`src/alu_pkg.sv`:
```
// Purpose: Shared constants and types for the execution datapath.
// Assumes: One core clock; status register laid out as I T H S V N Z C.
// Notes:   Cycle counts are whole core clocks from issue to completion.
`default_nettype none

package alu_pkg;

  // Status register bit positions
  localparam int FLAG_C = 0;
  localparam int FLAG_Z = 1;
  localparam int FLAG_N = 2;
  localparam int FLAG_V = 3;
  localparam int FLAG_S = 4;
  localparam int FLAG_H = 5;
  localparam int FLAG_T = 6;
  localparam int FLAG_I = 7;
  localparam logic [7:0] SREG_RESET = 8'h00;

  // Which status bits each instruction class may change
  localparam logic [7:0] MASK_ARITH = 8'h2f;
  localparam logic [7:0] MASK_LOGIC = 8'h0e;
  localparam logic [7:0] MASK_COMPL = 8'h0f;
  localparam logic [7:0] MASK_WORD  = 8'h1f;
  localparam logic [7:0] MASK_MUL   = 8'h03;
  localparam logic [7:0] MASK_IRQ   = 8'h80;
  localparam logic [7:0] MASK_NONE  = 8'h00;

  // Fixed operand values
  localparam logic [7:0]  BYTE_ONES = 8'hff;
  localparam logic [7:0]  BYTE_ZERO = 8'h00;
  localparam logic [7:0]  BYTE_ONE  = 8'h01;
  localparam logic [15:0] PC_STEP_1 = 16'h0001;
  localparam logic [15:0] PC_STEP_2 = 16'h0002;
  localparam logic [15:0] PC_STEP_3 = 16'h0003;

  // Clocks per instruction
  localparam logic [2:0] CYC_SIMPLE     = 3'h1;
  localparam logic [2:0] CYC_WORD       = 3'h2;
  localparam logic [2:0] CYC_MUL        = 3'h2;
  localparam logic [2:0] CYC_JUMP_REL   = 3'h2;
  localparam logic [2:0] CYC_JUMP_IND   = 3'h2;
  localparam logic [2:0] CYC_CALL_REL   = 3'h3;
  localparam logic [2:0] CYC_CALL_IND   = 3'h3;
  localparam logic [2:0] CYC_RETURN     = 3'h4;
  localparam logic [2:0] CYC_JUMP_ABS   = 3'h3;
  localparam logic [2:0] CYC_CALL_ABS   = 3'h4;
  localparam logic [2:0] CYC_SKIP_SHORT = 3'h2;
  localparam logic [2:0] CYC_SKIP_LONG  = 3'h3;

  // Instruction codes presented by the decoder
  typedef enum logic [5:0] {
    op_add, op_add_carry, op_add_imm_word,
    op_sub_reg, op_sub_imm, op_sub_reg_carry, op_sub_imm_carry,
    op_sub_imm_word,
    op_and_reg, op_and_imm, op_or_reg, op_or_imm, op_xor_reg,
    op_ones_complement, op_twos_complement,
    op_set_bits_mask, op_clear_bits_mask,
    op_increment, op_decrement,
    op_test_zero_minus, op_zero_register, op_fill_register_ones,
    op_multiply_unsigned, op_multiply_signed,
    op_multiply_signed_unsigned,
    op_fractional_multiply, op_fractional_multiply_signed,
    op_fractional_multiply_mixed,
    op_absolute_jump, op_absolute_call,
    op_relative_jump, op_indirect_jump,
    op_relative_call, op_indirect_call,
    op_return, op_interrupt_return,
    op_compare_skip_equal, op_compare,
    op_compare_with_carry, op_compare_immediate
  } op_t;

  // Sequencer states
  typedef enum logic [1:0] {
    st_idle = 2'h1,
    st_busy = 2'h2
  } state_t;

endpackage

`default_nettype wire

```
`src/alu_branch_exec.sv`:
```
// Purpose: Execution datapath for arithmetic, logic and flow instructions.
// Assumes: Operands are valid with op_valid; register file applies writes.
// Notes:   Operands are captured at issue and held for multi-cycle ops.
`default_nettype none

// Overview of operation
// - Add registers, optional carry, one cycle
// - Word add immediate, two cycles, ZCNVS
// - Subtract register or immediate, one cycle
// - Subtract with carry also removes carry
// - Word subtract immediate, two cycles, ZCNVS
// - Logic ops update only Z, N, V
// - Bit clear ands with ones minus mask
// - Bit set ors mask into destination
// - Test ands self, clear xors self
// - Multiplies write product pair, two cycles
// - Fractional multiplies shift product left once
// - Relative call pushes return, three cycles
// - Indirect jump loads pointer, two cycles
// - Indirect call pushes, loads pointer, three cycles
// - Compare skip equal, one to three cycles
// - Compares set flags, store nothing
module alu_branch_exec (
  // Clock and reset
  input  wire logic          clock,
  input  wire logic          rst_n,
  // Instruction request
  input  wire logic          op_valid,
  input  wire alu_pkg::op_t  op_code,
  input  wire logic          large_memory,
  input  wire logic          skip_long,
  // Operands
  input  wire logic [7:0]    rd_in,
  input  wire logic [7:0]    rr_in,
  input  wire logic [7:0]    imm,
  input  wire logic [15:0]   pair_in,
  input  wire logic [15:0]   pc_in,
  input  wire logic [11:0]   offset,
  input  wire logic [15:0]   z_in,
  input  wire logic [15:0]   abs_addr,
  input  wire logic [15:0]   pop_data,
  // Completion
  output logic               ready,
  output logic               done,
  // Register file writes
  output logic               rd_we,
  output logic      [7:0]    rd_data,
  output logic               pair_we,
  output logic      [15:0]   pair_data,
  output logic               prod_we,
  output logic      [15:0]   prod_data,
  // Program counter and stack
  output logic               pc_load,
  output logic      [15:0]   pc_value,
  output logic               push_we,
  output logic      [15:0]   push_data,
  // Status
  output logic      [7:0]    sreg
);

  alu_pkg::state_t state;
  alu_pkg::op_t    h_op;
  alu_pkg::op_t    c_op;
  logic [2:0]  remain;
  logic [7:0]  h_rd, h_rr, h_imm;
  logic [15:0] h_pair, h_pc, h_z, h_abs, h_pop;
  logic [11:0] h_off;
  logic        h_long, h_large;
  logic [7:0]  c_rd, c_rr, c_imm;
  logic [15:0] c_pair, c_pc, c_z, c_abs, c_pop;
  logic [11:0] c_off;
  logic        c_long, c_large;
  logic        busy, accept, fire;
  logic        use_imm, is_sub, use_c, chain_z, self_op;
  logic        inc_dec, is_or, is_xor, twos, mul_as, mul_bs, mul_fr;
  logic [7:0]  ax, ay, ar, lr, mul_zero;
  logic [8:0]  sum9;
  logic [4:0]  sum5;
  logic        ar_c, ar_h, ar_v, ar_z;
  logic [16:0] wsum;
  logic [15:0] wr, mprod, rel_tgt;
  logic        wc, wv, mc;
  logic [7:0]  f_arith, f_logic, f_word, f_mul, f_compl;
  logic        next_rd_we, next_pair_we, next_prod_we;
  logic        next_pc_load, next_push_we;
  logic [7:0]  next_rd_data, mask, fv, next_sreg;
  logic [15:0] next_pc_value, next_push_data;
  logic [2:0]  cyc;

  // Live operands at issue, captured copies while waiting
  assign busy    = (state == alu_pkg::st_busy);
  assign accept  = op_valid && ready;
  assign c_op    = busy ? h_op    : op_code;
  assign c_rd    = busy ? h_rd    : rd_in;
  assign c_rr    = busy ? h_rr    : rr_in;
  assign c_imm   = busy ? h_imm   : imm;
  assign c_pair  = busy ? h_pair  : pair_in;
  assign c_pc    = busy ? h_pc    : pc_in;
  assign c_off   = busy ? h_off   : offset;
  assign c_z     = busy ? h_z     : z_in;
  assign c_abs   = busy ? h_abs   : abs_addr;
  assign c_pop   = busy ? h_pop   : pop_data;
  assign c_long  = busy ? h_long  : skip_long;
  assign c_large = busy ? h_large : large_memory;

  // Operand class decode
  assign use_imm = c_op inside {alu_pkg::op_sub_imm, alu_pkg::op_and_imm,
    alu_pkg::op_sub_imm_carry, alu_pkg::op_compare_immediate,
    alu_pkg::op_or_imm, alu_pkg::op_set_bits_mask};
  assign is_sub  = c_op inside {alu_pkg::op_sub_reg, alu_pkg::op_sub_imm,
    alu_pkg::op_sub_reg_carry, alu_pkg::op_sub_imm_carry,
    alu_pkg::op_compare, alu_pkg::op_compare_with_carry,
    alu_pkg::op_compare_immediate, alu_pkg::op_twos_complement,
    alu_pkg::op_decrement, alu_pkg::op_sub_imm_word};
  assign chain_z = c_op inside {alu_pkg::op_sub_reg_carry,
    alu_pkg::op_sub_imm_carry, alu_pkg::op_compare_with_carry};
  assign use_c   = chain_z || (c_op == alu_pkg::op_add_carry);
  assign self_op = c_op inside {alu_pkg::op_test_zero_minus,
    alu_pkg::op_zero_register, alu_pkg::op_twos_complement};
  assign inc_dec = c_op inside {alu_pkg::op_increment, alu_pkg::op_decrement};
  assign is_or   = c_op inside {alu_pkg::op_or_reg, alu_pkg::op_or_imm,
    alu_pkg::op_set_bits_mask};
  assign is_xor  = c_op inside {alu_pkg::op_xor_reg, alu_pkg::op_zero_register};
  assign twos    = (c_op == alu_pkg::op_twos_complement);

  // Operand selection for the byte adder and logic unit
  assign ax = twos ? alu_pkg::BYTE_ZERO : c_rd;
  assign ay = self_op ? c_rd :
              inc_dec ? alu_pkg::BYTE_ONE :
              (c_op == alu_pkg::op_clear_bits_mask) ?
                alu_pkg::BYTE_ONES - c_imm :
              use_imm ? c_imm : c_rr;

  // Byte adder; bit 8 and bit 4 give carry or borrow
  assign sum9 = is_sub ?
    {1'b0, ax} - {1'b0, ay} - {8'h00, use_c & sreg[alu_pkg::FLAG_C]} :
    {1'b0, ax} + {1'b0, ay} + {8'h00, use_c & sreg[alu_pkg::FLAG_C]};
  assign sum5 = is_sub ?
    {1'b0, ax[3:0]} - {1'b0, ay[3:0]} - {4'h0, use_c & sreg[alu_pkg::FLAG_C]} :
    {1'b0, ax[3:0]} + {1'b0, ay[3:0]} + {4'h0, use_c & sreg[alu_pkg::FLAG_C]};
  assign ar   = sum9[7:0];
  assign ar_c = sum9[8];
  assign ar_h = sum5[4];
  assign ar_v = is_sub ? (ax[7] & ~ay[7] & ~ar[7]) | (~ax[7] & ay[7] & ar[7])
                       : (ax[7] & ay[7] & ~ar[7]) | (~ax[7] & ~ay[7] & ar[7]);
  // Subtract and compare with carry keep zero only if it was already set
  assign ar_z = (ar == alu_pkg::BYTE_ZERO) &&
                (!chain_z || sreg[alu_pkg::FLAG_Z]);

  // Logic unit: and, or, xor over the chosen operand
  assign lr = is_or ? (c_rd | ay) : is_xor ? (c_rd ^ ay) : (c_rd & ay);

  // Word adder on a register pair with a six-bit constant
  assign wsum = is_sub ? {1'b0, c_pair} - {11'h000, c_imm[5:0]} :
                         {1'b0, c_pair} + {11'h000, c_imm[5:0]};
  assign wr = wsum[15:0];
  assign wc = wsum[16];
  assign wv = is_sub ? (c_pair[15] & ~wr[15]) : (~c_pair[15] & wr[15]);

  // Multiplier sign and fraction selection
  assign mul_as = c_op inside {alu_pkg::op_multiply_signed,
    alu_pkg::op_multiply_signed_unsigned, alu_pkg::op_fractional_multiply_signed,
    alu_pkg::op_fractional_multiply_mixed};
  assign mul_bs = c_op inside {alu_pkg::op_multiply_signed,
    alu_pkg::op_fractional_multiply_signed};
  assign mul_fr = c_op inside {alu_pkg::op_fractional_multiply,
    alu_pkg::op_fractional_multiply_signed,
    alu_pkg::op_fractional_multiply_mixed};

  mul_unit u_mul (
    .mcand         (c_rd),
    .mplier        (c_rr),
    .mcand_signed  (mul_as),
    .mplier_signed (mul_bs),
    .frac          (mul_fr),
    .product       (mprod),
    .carry         (mc)
  );

  // Flag vectors per class, laid out I T H S V N Z C
  assign mul_zero = {7'h00, (mprod == 16'h0000)};
  assign f_arith  = {2'h2, ar_h, 1'b0, ar_v, ar[7], ar_z, ar_c};
  assign f_logic  = {4'h8, 1'b0, lr[7], (lr == alu_pkg::BYTE_ZERO), 1'b0};
  assign f_compl  = {4'h8, 1'b0, ~c_rd[7], (c_rd == alu_pkg::BYTE_ONES), 1'b1};
  assign f_word   = {3'h4, wr[15] ^ wv, wv, wr[15], (wr == 16'h0000), wc};
  assign f_mul    = {6'h20, mul_zero[0], mc};
  assign rel_tgt  = c_pc + {{4{c_off[11]}}, c_off} + alu_pkg::PC_STEP_1;

  // Per-instruction write-back, flow and flag selection
  always_comb
  begin
    next_rd_we     = 1'b0;
    next_rd_data   = ar;
    next_pair_we   = 1'b0;
    next_prod_we   = 1'b0;
    next_pc_load   = 1'b0;
    next_pc_value  = rel_tgt;
    next_push_we   = 1'b0;
    next_push_data = c_pc + alu_pkg::PC_STEP_1;
    mask           = alu_pkg::MASK_NONE;
    fv             = f_arith;
    cyc            = alu_pkg::CYC_SIMPLE;
    case (c_op)
      alu_pkg::op_add, alu_pkg::op_add_carry, alu_pkg::op_sub_reg,
      alu_pkg::op_sub_imm, alu_pkg::op_sub_reg_carry,
      alu_pkg::op_sub_imm_carry, alu_pkg::op_twos_complement:
      begin
        next_rd_we = 1'b1;
        mask       = alu_pkg::MASK_ARITH;
      end
      alu_pkg::op_compare, alu_pkg::op_compare_with_carry,
      alu_pkg::op_compare_immediate:
        mask = alu_pkg::MASK_ARITH;
      alu_pkg::op_increment, alu_pkg::op_decrement:
      begin
        next_rd_we = 1'b1;
        mask       = alu_pkg::MASK_LOGIC;
      end
      alu_pkg::op_ones_complement:
      begin
        next_rd_we   = 1'b1;
        next_rd_data = alu_pkg::BYTE_ONES - c_rd;
        mask         = alu_pkg::MASK_COMPL;
        fv           = f_compl;
      end
      alu_pkg::op_fill_register_ones:
      begin
        next_rd_we   = 1'b1;
        next_rd_data = alu_pkg::BYTE_ONES;
      end
      alu_pkg::op_and_reg, alu_pkg::op_and_imm, alu_pkg::op_or_reg,
      alu_pkg::op_or_imm, alu_pkg::op_xor_reg, alu_pkg::op_set_bits_mask,
      alu_pkg::op_clear_bits_mask, alu_pkg::op_test_zero_minus,
      alu_pkg::op_zero_register:
      begin
        next_rd_we   = 1'b1;
        next_rd_data = lr;
        mask         = alu_pkg::MASK_LOGIC;
        fv           = f_logic;
      end
      alu_pkg::op_add_imm_word, alu_pkg::op_sub_imm_word:
      begin
        next_pair_we = 1'b1;
        mask         = alu_pkg::MASK_WORD;
        fv           = f_word;
        cyc          = alu_pkg::CYC_WORD;
      end
      alu_pkg::op_multiply_unsigned, alu_pkg::op_multiply_signed,
      alu_pkg::op_multiply_signed_unsigned, alu_pkg::op_fractional_multiply,
      alu_pkg::op_fractional_multiply_signed,
      alu_pkg::op_fractional_multiply_mixed:
      begin
        next_prod_we = 1'b1;
        mask         = alu_pkg::MASK_MUL;
        fv           = f_mul;
        cyc          = alu_pkg::CYC_MUL;
      end
      alu_pkg::op_absolute_jump, alu_pkg::op_absolute_call:
        if (c_large)
        begin
          next_pc_load   = 1'b1;
          next_pc_value  = c_abs;
          next_push_we   = (c_op == alu_pkg::op_absolute_call);
          next_push_data = c_pc + alu_pkg::PC_STEP_2;
          cyc            = next_push_we ? alu_pkg::CYC_CALL_ABS
                                        : alu_pkg::CYC_JUMP_ABS;
        end
      alu_pkg::op_relative_jump:
      begin
        next_pc_load = 1'b1;
        cyc          = alu_pkg::CYC_JUMP_REL;
      end
      alu_pkg::op_relative_call:
      begin
        next_pc_load = 1'b1;
        next_push_we = 1'b1;
        cyc          = alu_pkg::CYC_CALL_REL;
      end
      alu_pkg::op_indirect_jump:
      begin
        next_pc_load  = 1'b1;
        next_pc_value = c_z;
        cyc           = alu_pkg::CYC_JUMP_IND;
      end
      alu_pkg::op_indirect_call:
      begin
        next_pc_load  = 1'b1;
        next_pc_value = c_z;
        next_push_we  = 1'b1;
        cyc           = alu_pkg::CYC_CALL_IND;
      end
      alu_pkg::op_return, alu_pkg::op_interrupt_return:
      begin
        next_pc_load  = 1'b1;
        next_pc_value = c_pop;
        cyc           = alu_pkg::CYC_RETURN;
        if (c_op == alu_pkg::op_interrupt_return)
          mask = alu_pkg::MASK_IRQ;
      end
      alu_pkg::op_compare_skip_equal:
        if (c_rd == c_rr)
        begin
          next_pc_load  = 1'b1;
          next_pc_value = c_pc + (c_long ? alu_pkg::PC_STEP_3
                                         : alu_pkg::PC_STEP_2);
          cyc           = c_long ? alu_pkg::CYC_SKIP_LONG
                                 : alu_pkg::CYC_SKIP_SHORT;
        end
      default:
        mask = alu_pkg::MASK_NONE;
    endcase
  end

  // Only the masked status bits take new values
  assign next_sreg = (sreg & ~mask) | (fv & mask);
  assign fire = (accept && cyc == alu_pkg::CYC_SIMPLE) ||
                (busy && remain == 3'h1);

  // Sequencer: single-cycle ops finish at issue, others count down
  always_ff @(posedge clock)
    if (!rst_n)
    begin
      state  <= alu_pkg::st_idle;
      ready  <= 1'b1;
      remain <= 3'h0;
    end
    else if (accept && cyc != alu_pkg::CYC_SIMPLE)
    begin
      state  <= alu_pkg::st_busy;
      ready  <= 1'b0;
      remain <= cyc - 3'h1;
    end
    else if (busy)
    begin
      remain <= remain - 3'h1;
      if (remain == 3'h1)
      begin
        state <= alu_pkg::st_idle;
        ready <= 1'b1;
      end
    end

  // Capture operands at issue
  always_ff @(posedge clock)
    if (accept)
    begin
      h_op    <= op_code;
      {h_rd, h_rr, h_imm, h_off} <= {rd_in, rr_in, imm, offset};
      {h_pair, h_pc, h_z}        <= {pair_in, pc_in, z_in};
      {h_abs, h_pop}             <= {abs_addr, pop_data};
      {h_long, h_large}          <= {skip_long, large_memory};
    end

  // Completion strobes; data holds between completions
  always_ff @(posedge clock)
    if (!rst_n)
    begin
      {done, rd_we, pair_we, prod_we, pc_load, push_we} <= 6'h00;
      {rd_data, sreg} <= {alu_pkg::BYTE_ZERO, alu_pkg::SREG_RESET};
      {pair_data, prod_data, pc_value, push_data} <= 64'h0;
    end
    else
    begin
      done    <= fire;
      rd_we   <= fire && next_rd_we;
      pair_we <= fire && next_pair_we;
      prod_we <= fire && next_prod_we;
      pc_load <= fire && next_pc_load;
      push_we <= fire && next_push_we;
      if (fire)
      begin
        {rd_data, sreg} <= {next_rd_data, next_sreg};
        {pair_data, prod_data} <= {wr, mprod};
        {pc_value, push_data}  <= {next_pc_value, next_push_data};
      end
    end
endmodule

`default_nettype wire

```
`src/mul_unit.sv`:
```
// Purpose: 8 by 8 multiplier with per-operand sign and fractional shift.
// Assumes: Purely combinational; the caller registers the result.
// Notes:   Carry is taken from bit 15 before the fractional shift.
`default_nettype none

module mul_unit (
  // Operands
  input  wire logic [7:0]  mcand,
  input  wire logic [7:0]  mplier,
  // Mode
  input  wire logic        mcand_signed,
  input  wire logic        mplier_signed,
  input  wire logic        frac,
  // Result
  output logic      [15:0] product,
  output logic             carry
);

  logic signed [8:0]  ext_a;
  logic signed [8:0]  ext_b;
  logic signed [17:0] full;
  logic        [15:0] raw;

  // Sign-extend each operand only when it is treated as signed
  assign ext_a   = {mcand_signed & mcand[7], mcand};
  assign ext_b   = {mplier_signed & mplier[7], mplier};
  assign full    = ext_a * ext_b;
  assign raw     = full[15:0];
  assign carry   = raw[15];
  // Fractional forms move the binary point by one place
  assign product = frac ? {raw[14:0], 1'b0} : raw;

endmodule

`default_nettype wire

```
`config.mk`:
```
export PLATFORM = sky130hd
export DESIGN_NAME = alu_branch_exec
export DESIGN_NICKNAME = d
export VERILOG_FILES = /design/src/alu_pkg.sv /design/src/alu_branch_exec.sv /design/src/mul_unit.sv
export SDC_FILE = /design/constraint.sdc
export NUM_CORES = 1
export LEC_CHECK = 0
export BUFFER_PORTS_ARGS = -buffer_cell sky130_fd_sc_hd__buf_4
export CELL_PAD_IN_SITES_DETAIL_PLACEMENT = 1
export CELL_PAD_IN_SITES_GLOBAL_PLACEMENT = 1
export CORE_ASPECT_RATIO = 0.75
export CORE_UTILIZATION = 45
export DETAILED_ROUTE_END_ITERATION = 8
export GPL_TIMING_DRIVEN = 0
export PLACE_DENSITY = 0.92
export SLEW_MARGIN = 40
export SYNTH_ARGS = -nofsm -noshare
export SYNTH_HDL_FRONTEND = slang
export SYNTH_SLANG_ARGS = --single-unit
```
`constraint.sdc`:
```
create_clock -name clock -period 9.03 [get_ports clock]
set_input_delay 0.903 -clock clock [delete_from_list [all_inputs] [get_ports clock]]
set_output_delay 0.903 -clock clock [all_outputs]
set_load 0.005 [all_outputs]
```
== Yosys cells after proc, flatten, opt, wreduce, memory -nomap -nowiden ==
Index checks and enable logic that the tools add are counted.
Word-level totals
  register bits after elaboration: 216
  bits of input ports: 127
  output and inout port bits: 87
  logic and storage cells: 221
Operators by class
  add/sub/neg operators: 19
  multiply operators: 1
  eq/ne operators: 45
  muxes and demuxes: 56
  bitwise operators: 29
  reductions and logical operators: 44
Operators with widths (count)
  $mux 16: 10
  $eq 6x5->1 const B: 16
  $mux 8: 11
  $pmux 16 s4: 1
  $eq 6x4->1 const B: 8
  $eq 6x6->1 const B: 8
  $pmux 8 s6: 1
  $add 16x1->16 const B: 2
  $logic_not 16->1: 2
  $and 8x8->8: 3
  $eq 6x3->1 const B: 4
  $pmux 6 s4: 1
  $pmux 8 s3: 1
  $reduce_or 10->1: 2
  $reduce_or 20->1: 1
  $add 16x6->17: 1
  $mux 17: 1
  $sub 16x6->17: 1
  $add 16x16->16: 1
  $add 16x2->16: 1
  $add 16x2->16 const B: 1
  $logic_not 8->1: 2
  $mul 9x9->16: 1
  $or 8x8->8: 2
  other kinds (47): 112

== Longest topological paths before layout ==
Gate-level depths: netlist (run 1).
  depth after elaboration: 18
  mapped depth: 31
  mapped depth without buffers: 25

== By module ==
From an unflattened synthesis (run 1), not the netlist that was laid out.
Unflattened totals
  cells, all modules: 1870
  area total of the unflattened synthesis: 16951.3 µm²
By module, submodules not included
  alu_branch_exec: times used 1, cells each 1539, area an instance 14026.0 µm², seq. area each 5525.3 µm²
  mul_unit: times used 1, cells each 331, area an instance 2925.3 µm², seq. area each 0.0 µm²

== Least setup slack after synthesis (run 1) ==
OpenSTA, ideal clock, no wires.
  path kind: register to register
  start point: register state[0]
  end point: register with a tool-made name
  setup time: 74 ps
  arrival: 7230 ps
  required time: 8956 ps
  path slack: 1726 ps
  cell stages (with the launch flop): 29
  buffers on the path: 6
  clock period less this slack: 7304 ps
  cell sequence: dfxtp_1 > and2b_1 > buf_6 > buf_2 > buf_2 > buf_2 > buf_2 > buf_1 > nand2_1 > nand2_1 > ha_1 > inv_1 > fa_1 > fa_1 > inv_1 > fa_1 > fa_1 > inv_1 > fa_1 > inv_1 > ha_1 > nand4_1 > nand3b_1 > xor2_1 > or3b_1 > or4_1 > or4_1 > o32a_1 > a31oi_1
RTL lines
  from (decl): RTL line alu_branch_exec.sv:61  | alu_pkg::state_t state;
  from (signal assigned): RTL line alu_branch_exec.sv:323  | state <= alu_pkg::st_idle;
  from (signal assigned): RTL line alu_branch_exec.sv:329  | state <= alu_pkg::st_busy;
  from (signal assigned): RTL line alu_branch_exec.sv:338  | state <= alu_pkg::st_idle;

==> impl_metrics.py, run 1 <==
metrics = {
    "detailed_routing": {
        "ant_nets": 0,
        "via_per_inst": 6.34,
        "vias": 16515,
        "dr.pass1.iters": 5,
        "drtIter0Drc": 2138,
        "wl_um": 71500,
        "routedWlPerCell_um": 27.4,
        "drc": 0,
    },
    "timing": {
        "skew_ns": 0.0348,
        "rsz0062_at_grt": "false",
        "worstMarginPinSlew_ns": 0.918,
        "max_freq_mhz": 113,
        "hold_violations": 0,
        "maxSlewHeadroom_pct": 38.4,
        "setup_tns_ns": 0,
        "drv_slew": 0,
        "setup_viol": 0,
        "period_minus_slack_ns": 8.82,
        "setup_slack_ns": 0.211,
        "period_share_pct": 97.7,
    },
    "setup_path": {
        "max_stage_delay_ns": 0.56,
        "crit_top_cell": "fa_1",
        "worstSetupPathType": "flip-flop to flip-flop",
        "cp_slowest_cell": "fa_1",
        "cp.required_ns": 9.53,
        "setup.worst_path.start_class": "flip-flop",
        "endpoint_kind": "flip-flop",
        "crit_arrival_ns": 9.32,
        "path_max_fanout": 10,
    },
    "layout": {
        "synthToLayoutAreaGrowth_pct": 19.0,
        "drive_gt1_share_pct": 14.8,
        "final_common_cell": "nand2_1",
        "final_nets": 2435,
        "layout_common_cells": "nand2_1 (325), buf_4 (216), inv_1 (152)",
        "fillerInstances": 4245,
        "multi_input_area_mm2": 0.0103,
        "seqCellArea_mm2": 0.00553,
    },
    "clock_tree": {
        "clkLatencyLatePin_ns": 0.58,
        "clock-sinks": 214,
        "cts_tree": "done",
        "cts_root_buf": "clkbuf_16",
        "cts_made_buffers": 25,
        "clkTransAtPathRegs_ns": 0.07,
        "holdBufCountCts": 0,
        "htree_num_levels": 1,
        "cts_max_path_buffers": 3,
    },
    "placed_design": {
        "place.gp.congestion": 1.01,
        "io_buffers": 211,
        "hpwlAfterDp_um": 55900,
        "place_ws_ns": -0.208,
    },
    "logic_synthesis": {
        "yosysSeqAreaShare_pct": 33.4,
        "yosys_most_used_dff": "edfxtp_1",
        "synth_edf_count": 124,
        "synth-seq-cells": 214,
        "syn_inst": 1879,
        "syn_nets": 2195,
        "yosysUniqueCellTypes": 88,
        "postSynth.asyncResetShare_pct": 0,
        "synth_area_mm2": 0.0166,
        "ys_warn_count": 0,
        "synth.avg_cell_area_um2": 8.81,
    },
    "die": {
        "initial_utilization_pct": 46.0,
        "die_h_um": 168,
        "coreArea_mm2": 0.0360,
        "ios": 214,
        "fp.dieArea_mm2": 0.0376,
        "rows": 60,
        "dieWidth_um": 224,
    },
    "grt": {
        "grt_pass1_wl_um": 106000,
        "grt_max_degree": 79,
        "track_usage_pct": 37.5,
        "grt_antenna_before_repair": 4,
        "grt_pass1_vias": 16753,
        "gr-total-overflow": 0,
    },
    "power": {
        "leakage_nw": 8.55,
        "p_per_area_mw_per_mm2": 202,
        "ir_drop_uv": 147,
    },
    "worst_hold_path": {
        "min_path_type": "flip-flop to flip-flop",
    },
    "run_status": {
        "status": "finished clean",
    },
    "run": {
        "max_cap_violations": 0,
    },
}
[stage by stage]
| stage | cell area (µm²) | hold slack, ns | util (%) | instances | power, mW |
|---|---|---|---|---|---|
| 2_1_floorplan | 16600 | 0.448 | - | 1879 | 2.29 |
| 3_3_place_gp | 18700 | 0.445 | 52.0 | 2555 | 2.82 |
| 6_report | 19700 | 0.459 | 54.7 | 2604 | 3.98 |
| 3_5_place_dp | 18800 | 0.449 | 52.3 | 2556 | 2.91 |
| 5_1_grt | 19700 | 0.470 | 54.7 | 2603 | 4.15 |
| 4_1_cts | 19600 | 0.457 | 54.4 | 2601 | 3.93 |
[layer usage]
metal  vias to the layer above  wire length (µm)  track usage, %
met5                         -                23               0
li1                       7091                 -               -
met1                      8211             30100            53.4
met4                         2              2360            11.9
met2                      1052             30800            56.7
met3                       159              8180            7.91
[synthesized netlist by cell type, types with 7 or more instances]
library cell / n / area (µm²)
o22ai_1: 18 / 113
nor3_1: 41 / 205
o21ai_0: 79 / 395
buf_1: 9 / 33.8
or3_1: 17 / 106
nand2b_1: 13 / 81.3
inv_1: 153 / 574
a21oi_1: 128 / 641
a21o_1: 16 / 120
mux2i_1: 88 / 881
and2_1: 10 / 62.6
dfxtp_1: 90 / 1800
nor4_1: 11 / 68.8
a2111oi_0: 8 / 70.1
clkbuf_1: 50 / 188
o21a_1: 13 / 97.6
buf_2: 10 / 50.1
a31oi_1: 22 / 138
fa_1: 69 / 1380
ha_1: 120 / 1500
a311oi_1: 10 / 87.6
nor2b_1: 7 / 43.8
xnor2_1: 61 / 534
nand2_1: 327 / 1230
edfxtp_1: 124 / 3720
nand3_1: 33 / 165
and3_1: 10 / 62.6
nor2_1: 150 / 563
o31ai_1: 9 / 67.6
xor2_1: 20 / 175
mux2_2: 11 / 124
o21ai_1: 7 / 35.0
nand4_1: 8 / 50.1
a211oi_1: 23 / 173
[critical path, delay by kind of cell (launching register included)]
kind | cells | cell delay [ns]
and+or+nand+nor | 9 | 2.26
adders and majority gates | 6 | 2.95
DFF | 1 | 0.38
AOI/OAI and AO/OA | 2 | 0.48
xor gates and xnor gates | 1 | 0.19
buffers and inverters | 10 | 2.44
[logic make-up after synthesis]
logic type	Yosys count	synth area share, %
simple gates	659	17.6
compound gates	405	15.7
buf+inv	230	5.38
flops	214	33.4
fa+ha+maj	189	17.4
mux	99	6.07
xor+xnor	82	4.42
other cells	1	0.0226
[report_power, final]
part / total (mW) / switching (mW) / internal (mW)
Clock: 1.01 / 0.448 / 0.565
Sequential: 1.21 / 0.0659 / 1.14
Combinational: 1.76 / 1.08 / 0.676
Total: 3.98 / 1.59 / 2.39
[state kept, by name, indices dropped and copies added (netlist names), 2 cells and up, named ones only]
register   count
h_pair        16
push_data     16
pc_value      16
h_abs         16
h_z           16
h_rr           8
rd_data        8
pair_data     16
state          2
h_rd           8
prod_data     16
h_pop         16
h_pc          16
h_imm          8
h_off         12
remain         3
h_op           6
[final timing paths]
path	cells past startpoint	slack (ns)	from	to
max	28	0.21	state[0]$_SDFFE_PN1P_	flip-flop
max reg2reg	28	0.21	state[0]$_SDFFE_PN1P_	flip-flop
min	2	0.46	push_data[10]$_SDFFE_PN0P_	push_data[10]$_SDFFE_PN0P_
min reg2reg	2	0.46	push_data[10]$_SDFFE_PN0P_	push_data[10]$_SDFFE_PN0P_
[repair_timing]
action | in CTS | in global routing
setup endpoints to repair | 1 | 1
buffers inserted | 0 | 0
hold endpoints to repair | 0 | 0
gates resized for setup | 4 | 8
[final cells by class]
class / instances / area share (%)
repair buffers: 213 / 8.22
multi-input cells: 1435 / 52.1
inverters: 158 / 3.09
diodes: 2 / 0.0254
flip-flops and latches: 214 / 28.0
plain buffers: 72 / 1.62
well taps: 465 / 2.95
clock inverters: 3 / 0.127
clock buffers: 42 / 3.81
Note: power is estimated with default switching activity, not from simulation.
==> inputs of run 2 (changes only) <==
SYNTH_HIERARCHICAL = 1   (was default)
==> run 2 against run 1 <==
Global-route usage shrank 2.4 points. First-iteration DRC count shrank 17%. Via count is 0.52% higher. Sequential share of layout area fell by 0.56 points. Clock-buffer cell count decreased by 3. Wire length down 3.7%. Die area grew 2.3%. Register-to-register slack better by 0.07 ns. Cell area increased by 2.1%. Combinational power hardly changed. Critical path type unchanged. Highest routed layer unchanged.
==> impl_metrics.py, run 2 <==
metrics = {
    "setup_path": {
        "cp.required_ns": 9.52,
        "endpoint_kind": "flip-flop",
        "path_max_fanout": 19,
        "crit_arrival_ns": 9.24,
        "r2r_start": "state[1]$_SDFFE_PN0P_",
        "cp_slowest_cell": "mux2i_1",
        "worstSetupPathType": "flip-flop to flip-flop",
        "max_stage_delay_ns": 0.76,
        "rrSetupSlack_ns": 0.28,
        "crit_top_cell": "fa_1",
        "rr_worst_depth": 31,
        "setup.worst_path.start_class": "flip-flop",
    },
    "layout": {
        "final_common_cell": "nand2_1",
        "drive_gt1_share_pct": 16.7,
        "layout_common_cells": "nand2_1 (278), buf_4 (218), inv_1 (155)",
        "final_nets": 2416,
        "utilization_pct": 54.2,
        "fillerInstances": 4319,
        "synthToLayoutAreaGrowth_pct": 18.6,
        "multi_input_area_mm2": 0.0106,
        "seqCellArea_mm2": 0.00553,
    },
    "timing": {
        "maxSlewHeadroom_pct": 35.8,
        "skew_ns": 0.0149,
        "setup_viol": 0,
        "hold_violations": 0,
        "period_share_pct": 96.9,
        "max_freq_mhz": 114,
        "worstMarginPinSlew_ns": 0.963,
        "period_minus_slack_ns": 8.75,
        "setup_tns_ns": 0,
        "whs_ns": 0.460,
        "drv_slew": 0,
        "rsz0062_at_grt": "false",
    },
    "logic_synthesis": {
        "syn_inst": 1870,
        "synth_top_cell_area_share_pct": 22.0,
        "yosysUniqueCellTypes": 95,
        "synth_area_mm2": 0.0170,
        "yosysTopAreaCell": "edfxtp_1",
        "synth.avg_cell_area_um2": 9.06,
        "synth-seq-cells": 214,
        "postSynth.asyncResetShare_pct": 0,
        "synth.most_common_cell": "nand2_1",
        "syn_nets": 2178,
        "synth_edf_count": 124,
        "ys_warn_count": 6,
        "yosys-top-cells-area": "edfxtp_1 (22%), dfxtp_1 (11%), ha_1 (8.3%)",
        "yosysSeqAreaShare_pct": 32.6,
        "synth_common_cells": "nand2_1 (279), inv_1 (155), edfxtp_1 (124)",
        "yosys_most_used_dff": "edfxtp_1",
    },
    "detailed_routing": {
        "via_per_inst": 6.31,
        "routedWlPerCell_um": 26.2,
        "ant_nets": 0,
        "dr.pass1.iters": 6,
        "drtIter0Drc": 1776,
        "wl_um": 68800,
        "vias": 16601,
        "drc": 0,
    },
    "die": {
        "rows": 61,
        "initial_utilization_pct": 45.7,
        "fp.dieArea_mm2": 0.0385,
        "coreArea_mm2": 0.0371,
        "dieWidth_um": 226,
        "die_h_um": 170,
        "ios": 214,
    },
    "power": {
        "ir_drop_uv": 149,
        "p_seq_share_pct": 30.3,
        "netSwitchingFraction_pct": 39.1,
        "p_per_area_mw_per_mm2": 199,
        "p_switching_mw": 1.57,
        "p_clk_share_pct": 25.2,
        "leakage_nw": 8.50,
        "internal_power_mw": 2.44,
        "p_comb_share_pct": 44.5,
    },
    "clock_tree": {
        "ctsResizeCount": 1,
        "cts_made_buffers": 24,
        "htree_num_levels": 1,
        "holdBufCountCts": 0,
        "cts_max_path_buffers": 3,
        "clkLatencyLatePin_ns": 0.55,
        "post_cts_buffers": 0,
        "cts_root_buf": "clkbuf_16",
        "clkTransAtPathRegs_ns": 0.07,
        "cts_tree": "done",
        "clock-sinks": 214,
    },
    "placed_design": {
        "hpwlAfterDp_um": 53300,
        "place.gp.congestion": 1.00,
        "io_buffers": 211,
    },
    "worst_hold_path": {
        "worstHoldPathCells": 2,
        "worstHoldEndpoint": "prod_data[11]$_SDFFE_PN0P_",
        "hold_start": "prod_data[11]$_SDFFE_PN0P_",
        "min_path_type": "flip-flop to flip-flop",
    },
    "grt": {
        "grt_pass1_vias": 16814,
        "grt_antenna_before_repair": 4,
        "track_usage_pct": 35.1,
        "grt_max_degree": 45,
        "gr-total-overflow": 0,
        "grt_pass1_wl_um": 102000,
    },
    "run_status": {
        "status": "finished clean",
    },
    "run": {
        "max_cap_violations": 0,
    },
}
run 2: changes by cell type in the layout (fill, tap and decap cells not counted), sizes merged, moves of 9 or more:
cell / change
nand2: -49
and2: +31
nor2: -27
a21oi: -18
xnor2: +17
mux2i: +14
nand3: -13
buf: +12
clkbuf: -12
o21ai: +12
nand4: +9
nor4: +9
run 2: cell families (layout without fill, tap and decap cells):
group | count (synthesis) | in the layout | synth area share, %
other cells | 1 | 3 | 0.0221
compound gates | 409 | 409 | 16.0
flops | 214 | 214 | 32.6
mux | 114 | 114 | 6.91
xor+xnor | 98 | 98 | 5.06
fa+ha+maj | 181 | 181 | 16.4
simple gates | 621 | 621 | 17.3
buf+inv | 232 | 487 | 5.68
run 2: per-layer routing:
metal	vias to the layer above	wire length [µm]	track usage, %
met1	8298	28300	47.9
met3	198	8100	9.55
met4	4	2550	12.4
li1	7095	-	-
met5	-	26	0
met2	1006	29800	53.4
run 2: worst max-delay path, delay by kind of cell, from the launching register on:
family                     cells  cell delay [ns]
AOI/OAI and AO/OA              7             1.24
xor gates and xnor gates       1             0.28
adders and majority gates      6             2.74
buffers and inverters          9             1.86
DFF                            1             0.36
muxes                          2             0.95
and+or+nand+nor                6             1.23
run 2: worst max path at each step:
stage                                     start         to  slack, ns  depth (start not counted)
after floorplan           state[1]$_SDFFE_PN0P_  flip-flop       1.91                         35
after global placement    state[1]$_SDFFE_PN0P_  flip-flop       0.10                         34
after detailed placement  state[1]$_SDFFE_PN0P_  flip-flop      -0.26                         34
after CTS                 state[1]$_SDFFE_PN0P_  flip-flop       0.07                         33
after global routing      state[1]$_SDFFE_PN0P_  flip-flop      0.008                         34
final                     state[1]$_SDFFE_PN0P_  flip-flop       0.28                         31
run 2: power by group through the flow:
| stage | clock network, mW | logic, mW | registers [mW] |
|---|---|---|---|
| floorplan | 0 | 1.13 | 1.22 |
| global placement | 0 | 1.61 | 1.23 |
| detailed placement | 0 | 1.72 | 1.23 |
| CTS | 1.01 | 1.74 | 1.21 |
| global route | 1.04 | 1.93 | 1.22 |
| finish | 1.01 | 1.78 | 1.21 |
run 2: final cells by class:
cell class                      instances  share of cell area (%)
Multi-Input combinational cell       1424                    52.5
Inverter                              156                    2.91
Timing Repair Buffer                  214                    8.18
Sequential cell                       214                    27.5
Clock inverter                          4                   0.261
Buffer                                 74                    1.90
Tap cell                              504                    3.14
Clock buffer                           39                    3.62
Antenna cell                            2                  0.0249
run 2: stage by stage:
step           setup WS [ns]  std cells  area (µm²)  power, mW
2_1_floorplan           1.91       1870       17000       2.35
3_3_place_gp           0.104       2585       19200       2.84
3_5_place_dp          -0.264       2588       19200       2.94
4_1_cts               0.0716       2630       20000       3.96
5_1_grt              0.00845       2629       20100       4.19
6_report               0.279       2631       20100       4.01
